===== src/led_pkg.sv =====
/*
 * constants, types and register layout for the front panel indicator block.
 * assumes one 100 MHz system clock and 8-bit host I/O port accesses.
 */
package led_pkg;

    // ****************************************
    // register map
    // ****************************************
    localparam logic [15:0] ADDR_LOW_BYTE = 16'h0435;
    localparam logic [15:0] ADDR_HIGH_BYTE = 16'h0437;
    localparam int STATUS_LSB = 5;
    localparam int STATUS_MSB = 6;
    localparam int USER_ONE_BIT = 4;
    localparam int USER_TWO_BIT = 0;
    localparam logic [7:0] LOW_BYTE_RESET = 8'h00;
    localparam logic [7:0] HIGH_BYTE_RESET = 8'h60;
    localparam logic [7:0] UNMAPPED_READ = 8'h00;

    // ****************************************
    // timing
    // ****************************************
    localparam int CLK_PERIOD_NS = 10;
    localparam int BLINK_PERIOD_MS = 1000;
    localparam int BLINK_HALF_CYCLES = (BLINK_PERIOD_MS * 1000000) / (2 * CLK_PERIOD_NS);

    // ****************************************
    // types
    // ****************************************
    typedef enum logic [1:0] {
        MODE_POWER_ON = 2'b00,
        MODE_SLEEP = 2'b01,
        MODE_FAULT = 2'b10,
        MODE_FAULT_BLINK = 2'b11
    } status_mode_t;

    typedef struct packed {
        logic [15:0] addr;
        logic wr;
        logic rd;
        logic [7:0] wdata;
    } io_req_t;

    typedef struct packed {
        logic green;
        logic amber;
        logic user_one;
        logic user_two;
    } led_drive_t;

endpackage


===== src/front_panel_led_control.sv =====
/*
 * front panel indicator outputs: two byte registers on host I/O ports,
 * inverted output pins and decoded indicator drives with blinking states.
 * assumes host strobes are synchronous to i_clk_sys, one cycle each.
 */
// What this block does
// - field bits 6:5 of 0x437 drive status pair
// - register outputs inverted toward indicator drivers
// - 00 solid green; 01 blinking green
// - 10 solid amber; 11 blinking amber
// - reset sets status field to 11
// - bit 4 of 0x437 lights user one
// - bit 0 of 0x435 lights user two
// - both user bits clear on reset
// - user indicators independent of each other
`timescale 1ns/10ps
module front_panel_led_control #(
    parameter int BLINK_HALF = led_pkg::BLINK_HALF_CYCLES
) (
    // clock and reset
    input wire logic i_clk_sys,
    input wire logic i_rst,
    // host I/O port
    input wire led_pkg::io_req_t i_io_req,
    output logic [7:0] o_io_rdata,
    // raw inverted output pins
    output logic [1:0] o_status_indicator_outputs_n,
    output logic o_user_indicator_one_output_n,
    output logic o_user_indicator_two_output_n,
    // decoded indicator drives, high lights the lamp
    output led_pkg::led_drive_t o_led
);

    // ****************************************
    // declarations
    // ****************************************
    logic [7:0] low_q;
    logic [7:0] low_d;
    logic [7:0] high_q;
    logic [7:0] high_d;
    logic [7:0] rdata_q;
    logic [7:0] rdata_d;
    logic blink_q;
    logic blink_d;
    logic [1:0] pins_q;
    logic [1:0] pins_d;
    logic user_one_n_q;
    logic user_one_n_d;
    logic user_two_n_q;
    logic user_two_n_d;
    led_pkg::led_drive_t led_q;
    led_pkg::led_drive_t led_d;
    led_pkg::status_mode_t mode_d;
    logic tick;
    logic [1:0] inv_status;
    logic hit_low;
    logic hit_high;

    assign hit_low = (i_io_req.addr == led_pkg::ADDR_LOW_BYTE);
    assign hit_high = (i_io_req.addr == led_pkg::ADDR_HIGH_BYTE);

    // ****************************************
    // blink timebase
    // ****************************************
    // free-running blink divider
    blink_divider #(
        .HALF_CYCLES(BLINK_HALF)
    ) u_blink (
        .i_clk_sys(i_clk_sys),
        .i_rst(i_rst),
        .o_tick(tick)
    );

    // ****************************************
    // registers
    // ****************************************
    always_comb begin
        low_d = low_q;
        high_d = high_q;
        if (i_io_req.wr && hit_low) begin
            low_d = i_io_req.wdata;
        end
        if (i_io_req.wr && hit_high) begin
            high_d = i_io_req.wdata;
        end
    end

    // a read in the same cycle as a write returns the old value
    always_comb begin
        rdata_d = rdata_q;
        if (i_io_req.rd) begin
            if (hit_high) begin
                rdata_d = high_q;
            end else if (hit_low) begin
                rdata_d = low_q;
            end else begin
                rdata_d = led_pkg::UNMAPPED_READ;
            end
        end
    end

    always_comb begin
        blink_d = blink_q;
        if (tick) begin
            blink_d = ~blink_q;
        end
    end

    // ****************************************
    // indicator decode
    // ****************************************
    always_comb begin
        inv_status = ~high_d[led_pkg::STATUS_MSB:led_pkg::STATUS_LSB];
        pins_d = inv_status;
        user_one_n_d = ~high_d[led_pkg::USER_ONE_BIT];
        user_two_n_d = ~low_d[led_pkg::USER_TWO_BIT];
        mode_d = led_pkg::status_mode_t'(~inv_status);
        led_d.green = 1'b0;
        led_d.amber = 1'b0;
        unique case (mode_d)
            led_pkg::MODE_POWER_ON: begin
                led_d.green = 1'b1;
            end
            led_pkg::MODE_SLEEP: begin
                led_d.green = blink_d;
            end
            led_pkg::MODE_FAULT: begin
                led_d.amber = 1'b1;
            end
            led_pkg::MODE_FAULT_BLINK: begin
                led_d.amber = blink_d;
            end
        endcase
        led_d.user_one = ~user_one_n_d;
        led_d.user_two = ~user_two_n_d;
    end

    // ****************************************
    // state
    // ****************************************
    always_ff @(posedge i_clk_sys) begin
        if (i_rst) begin
            high_q <= led_pkg::HIGH_BYTE_RESET;
            low_q <= led_pkg::LOW_BYTE_RESET;
            rdata_q <= 8'h00;
            blink_q <= 1'b0;
            pins_q <= 2'b00;
            user_one_n_q <= 1'b1;
            user_two_n_q <= 1'b1;
            led_q <= '0;
        end else begin
            high_q <= high_d;
            low_q <= low_d;
            rdata_q <= rdata_d;
            blink_q <= blink_d;
            pins_q <= pins_d;
            user_one_n_q <= user_one_n_d;
            user_two_n_q <= user_two_n_d;
            led_q <= led_d;
        end
    end

    assign o_io_rdata = rdata_q;
    assign o_status_indicator_outputs_n = pins_q;
    assign o_user_indicator_one_output_n = user_one_n_q;
    assign o_user_indicator_two_output_n = user_two_n_q;
    assign o_led = led_q;

    // ****************************************
    // checks
    // ****************************************
    // helper: cycles since the last tick
    logic [31:0] gap_q;
    logic seen_tick_q;

    always_ff @(posedge i_clk_sys) begin
        if (i_rst) begin
            gap_q <= 32'h0;
            seen_tick_q <= 1'b0;
        end else if (tick) begin
            gap_q <= 32'h0;
            seen_tick_q <= 1'b1;
        end else begin
            gap_q <= gap_q + 32'h1;
        end
    end
endmodule


===== src/blink_divider.sv =====
/*
 * free-running divider giving a one-cycle tick every half blink period.
 * assumes a synchronous active-high reset on the same clock.
 */
`timescale 1ns/10ps
module blink_divider #(
    parameter int HALF_CYCLES = 50000000
) (
    // clock and reset
    input wire logic i_clk_sys,
    input wire logic i_rst,
    // tick out
    output logic o_tick
);

    localparam int W = (HALF_CYCLES > 1) ? $clog2(HALF_CYCLES) : 1;
    localparam logic [W-1:0] LAST = W'(HALF_CYCLES - 1);

    logic [W-1:0] cnt_q;
    logic [W-1:0] cnt_d;
    logic tick_q;
    logic tick_d;

    // ****************************************
    // counter
    // ****************************************
    always_comb begin
        tick_d = (cnt_q == LAST);
        if (tick_d) begin
            cnt_d = '0;
        end else begin
            cnt_d = cnt_q + W'(1);
        end
    end

    always_ff @(posedge i_clk_sys) begin
        if (i_rst) begin
            // starts at one so the first half period after reset is as long as the rest
            cnt_q <= W'(1);
            tick_q <= 1'b0;
        end else begin
            cnt_q <= cnt_d;
            tick_q <= tick_d;
        end
    end

    assign o_tick = tick_q;
endmodule


===== config.mk =====
export PLATFORM = sky130hd
export DESIGN_NAME = front_panel_led_control
export DESIGN_NICKNAME = d
export VERILOG_FILES = /design/src/led_pkg.sv /design/src/front_panel_led_control.sv /design/src/blink_divider.sv
export SDC_FILE = /design/constraint.sdc
export NUM_CORES = 1
export LEC_CHECK = 0
export ABC_AREA = 0
export ABC_CLOCK_PERIOD_IN_PS = 2200
export BUFFER_PORTS_ARGS = -buffer_cell sky130_fd_sc_hd__clkbuf_2
export CAP_MARGIN = 0
export CORE_ASPECT_RATIO = 0.5
export CORE_MARGIN = 1
export CORE_UTILIZATION = 55
export CTS_CLUSTER_SIZE = 12
export DETAILED_ROUTE_END_ITERATION = 10
export PLACE_DENSITY = 0.82
export SYNTH_ARGS = -nofsm -noshare
export SYNTH_HDL_FRONTEND = slang
export SYNTH_SLANG_ARGS = --single-unit
export TNS_END_PERCENT = 20

===== constraint.sdc =====
create_clock -name i_clk_sys -period 2.2 [get_ports i_clk_sys]
set_clock_uncertainty 0.15 [all_clocks]
set_input_delay 0.11 -clock i_clk_sys [delete_from_list [all_inputs] [get_ports i_clk_sys]]
set_output_delay 0.11 -clock i_clk_sys [all_outputs]
set_load 0.05 [all_outputs]

==> results.toml <==
[final_layout]
diodes = 0
drive_gt1_share_pct = 21.22
synthToLayoutAreaGrowth_pct = 20.75
n_fill_cell = 341
register_area_mm2 = 0.001161
nets = 368
layout_commonest_cell = "dfxtp_1"
utilization_pct = 69.77
multi_input_area_mm2 = 0.001285
final_cell_mix = "dfxtp_1, clkbuf_2, a21oi_1, o21ai_0, nand3_1"

[synthesis]
synth_edf_count = 0
synthesis.area_mm2 = 0.002556
yosys.area.top_type = "dfxtp_1"
synth_fp_nets = 315
yosys_warnings = 0
ys_ff_latch = 58
synth_top_area_share_pct = 45.42
ys_seq_area_share_pct = 45.42
ys_types = 38
syn-instance-count = 286
ys.flop_type = "dfxtp_1"
avgSynthCellArea_um2 = 8.938
synth_area_leaders = "dfxtp_1, a21oi_1, o21ai_0"
synthArstFlopShare_pct = 0

[critical_path]
critPathCaptureType = "flop"
cp.arrival_ns = 2.11
cp-start-kind = "flop"
required_ns = 2.32
critPathKind = "flop to flop"
critPathTopFamily = "simple AND/OR/NAND/NOR gates"
critPathBufInv = 1
cp_slowest_cell = "or4_1"
critPathMaxStageDelay_ns = 0.48
critPathMaxFanout = 13
crit_chain = "and4_1 -> nand4_1 -> buf_4 -> or4_1 -> a21oi_1"

[drt]
wl_um = 5879
viasPerCell = 5.920
wire_per_inst_um = 14.66
drtPass1Iterations = 4
drt_iter0_drc = 77
num_vias = 2374
drc = 0
antenna_left = 0

[placement]
dp_slack_ns = 0.2195
gp_congestion = 0.8522
io_buffers = 43
dp_hpwl_um = 3896

[clock_network]
post_cts_buffers = 0
htreeDepth = 3
root_buffer = "clkbuf_8"
worstSkewPairLatency_ns = 0.34
cts.clk_slew.worst_paths_ns = 0.06
cts_tree = "yes"
cts_buffers = 9
clock_path_buffers = 2
clkSinkCount = 58

[job]
drv_cap = 0

[timing]
setup_ws_ns = 0.2049
finalHoldViolations = 0
final_max_slew_viol_count = 0
setup_violations = 0
tightest_slew_ns = 0.6346
fmax_mhz = 501.2
timing.max_slew.rel_slack_pct = 57.54
fin_crit_sh_pct = 90.69
tns_ns = 0
finalWorstPathRequiredPeriod_ns = 1.995
rsz0062_at_grt = "no"

[grt]
grt_max_degree = 27
grt-ovfl-total = 0
grt_use_met3_pct = 9.192
antenna_found_initial = 0
grt_pass1_wl_um = 9811
track_usage_pct = 25.93
grt.busiest_layer = "met2"
gr-usage-met2_pct = 48.47
grtUsageMet1_pct = 27.86
grt_pass1_vias = 2258

[worst_hold_path]
hold_class = "primary input to flop"

[power_and_ir_drop]
power_density_mw_per_mm2 = 694.8
p_leak_nw = 1.191
irDropWorstVdd_mv = 0.7310

[floorplan]
rows = 17
ios = 44
start_util_pct = 57.78
dieArea_mm2 = 0.004941
coreArea_mm2 = 0.004424
die_h_um = 50.21
fp.dieW_um = 98.41

[run_status]
outcome = "finished, final reports clean"
## worst paths after layout
path,end,slack (ns),depth (start not counted),from
hold reg to reg,o_io_rdata[0],0.31,2,o_io_rdata[0]
hold / removal,o_io_rdata[0],0.06,4,i_io_req[8]
setup / recovery,u_blink.cnt_q[20],0.20,5,u_blink.cnt_q[2]
setup reg to reg,u_blink.cnt_q[20],0.20,5,u_blink.cnt_q[2]
## cell usage after synthesis (all sizes together) (7+ instances only)
cell type  number
clkbuf          8
buf             9
o31ai           8
o21ai          30
nand4          12
nor2           17
mux2i           8
xor2            9
dfxtp          58
a21oi          29
nand2          18
nand3          26
or4             7
## through the flow
stage	cells	cell area [µm²]	power [W]	hold slack (ns)
after floorplan	286	2556	0.001144	0.1119
after global placement	377	2811	0.001183	0.2122
after detailed placement	377	2811	0.001188	0.2222
after CTS	401	3087	0.002148	0.04650
after global routing	401	3087	0.002218	0.08148
final	401	3087	0.002145	0.06340
## sequential cells by signal, indices dropped and copies added (netlist names)
register                       count
o_io_rdata                         8
u_blink.o_tick                     1
low_q                              8
u_blink.cnt_q                     26
o_user_indicator_two_output_n      1
o_status_indicator_outputs_n       2
blink_q                            1
high_q                             8
o_user_indicator_one_output_n      1
o_led                              2
## report_power, final
| part | switching, W | internal, W | total [W] |
|---|---|---|---|
| Combinational | 0.0000638 | 0.0000500 | 0.000114 |
| Clock | 0.000418 | 0.000550 | 0.000967 |
| Sequential | 0.00000681 | 0.00106 | 0.00106 |
| Total | 0.000488 | 0.00166 | 0.00214 |
## metal layers
metal	vias up	share of wire [%]
met5	-	0
met4	0	1.2
met3	6	3.7
met2	47	51
met1	1155	44
li1	1166	-
## logic make-up (layout without fill, tap and decap cells)
logic type      after synthesis  in the layout  share of synthesized area (%)
simple gates                113            113                          26.33
compound gates               71             71                          15.86
flops                        58             58                          45.42
buf+inv                      22             80                          4.308
xor+xnor                     13             13                          4.454
mux                           8              8                          3.133
fa+ha+maj                     1              1                         0.4894
## what timing repair did
| item | in CTS | in global routing |
|---|---|---|
| hold buffers | 8 | 0 |
| resized for setup | 0 | 0 |
| endpoints found under the hold margin | 20 | 0 |
## final cells by class
cell class,instances,area share (%)
inverters,5,0.6080
multi-input cells,206,41.63
clock buffers,11,4.580
repair buffers,59,11.51
flip-flops and latches,58,37.62
well taps,57,2.310
clock inverters,5,1.743
## tightest hold or removal path, stage by stage
cell and delay [ns]:
clkbuf_2 0.09, nor2_1 0.14, nand2_1 0.10, o21ai_0 0.06
No activity file was read; power rests on OpenSTA's default activity.
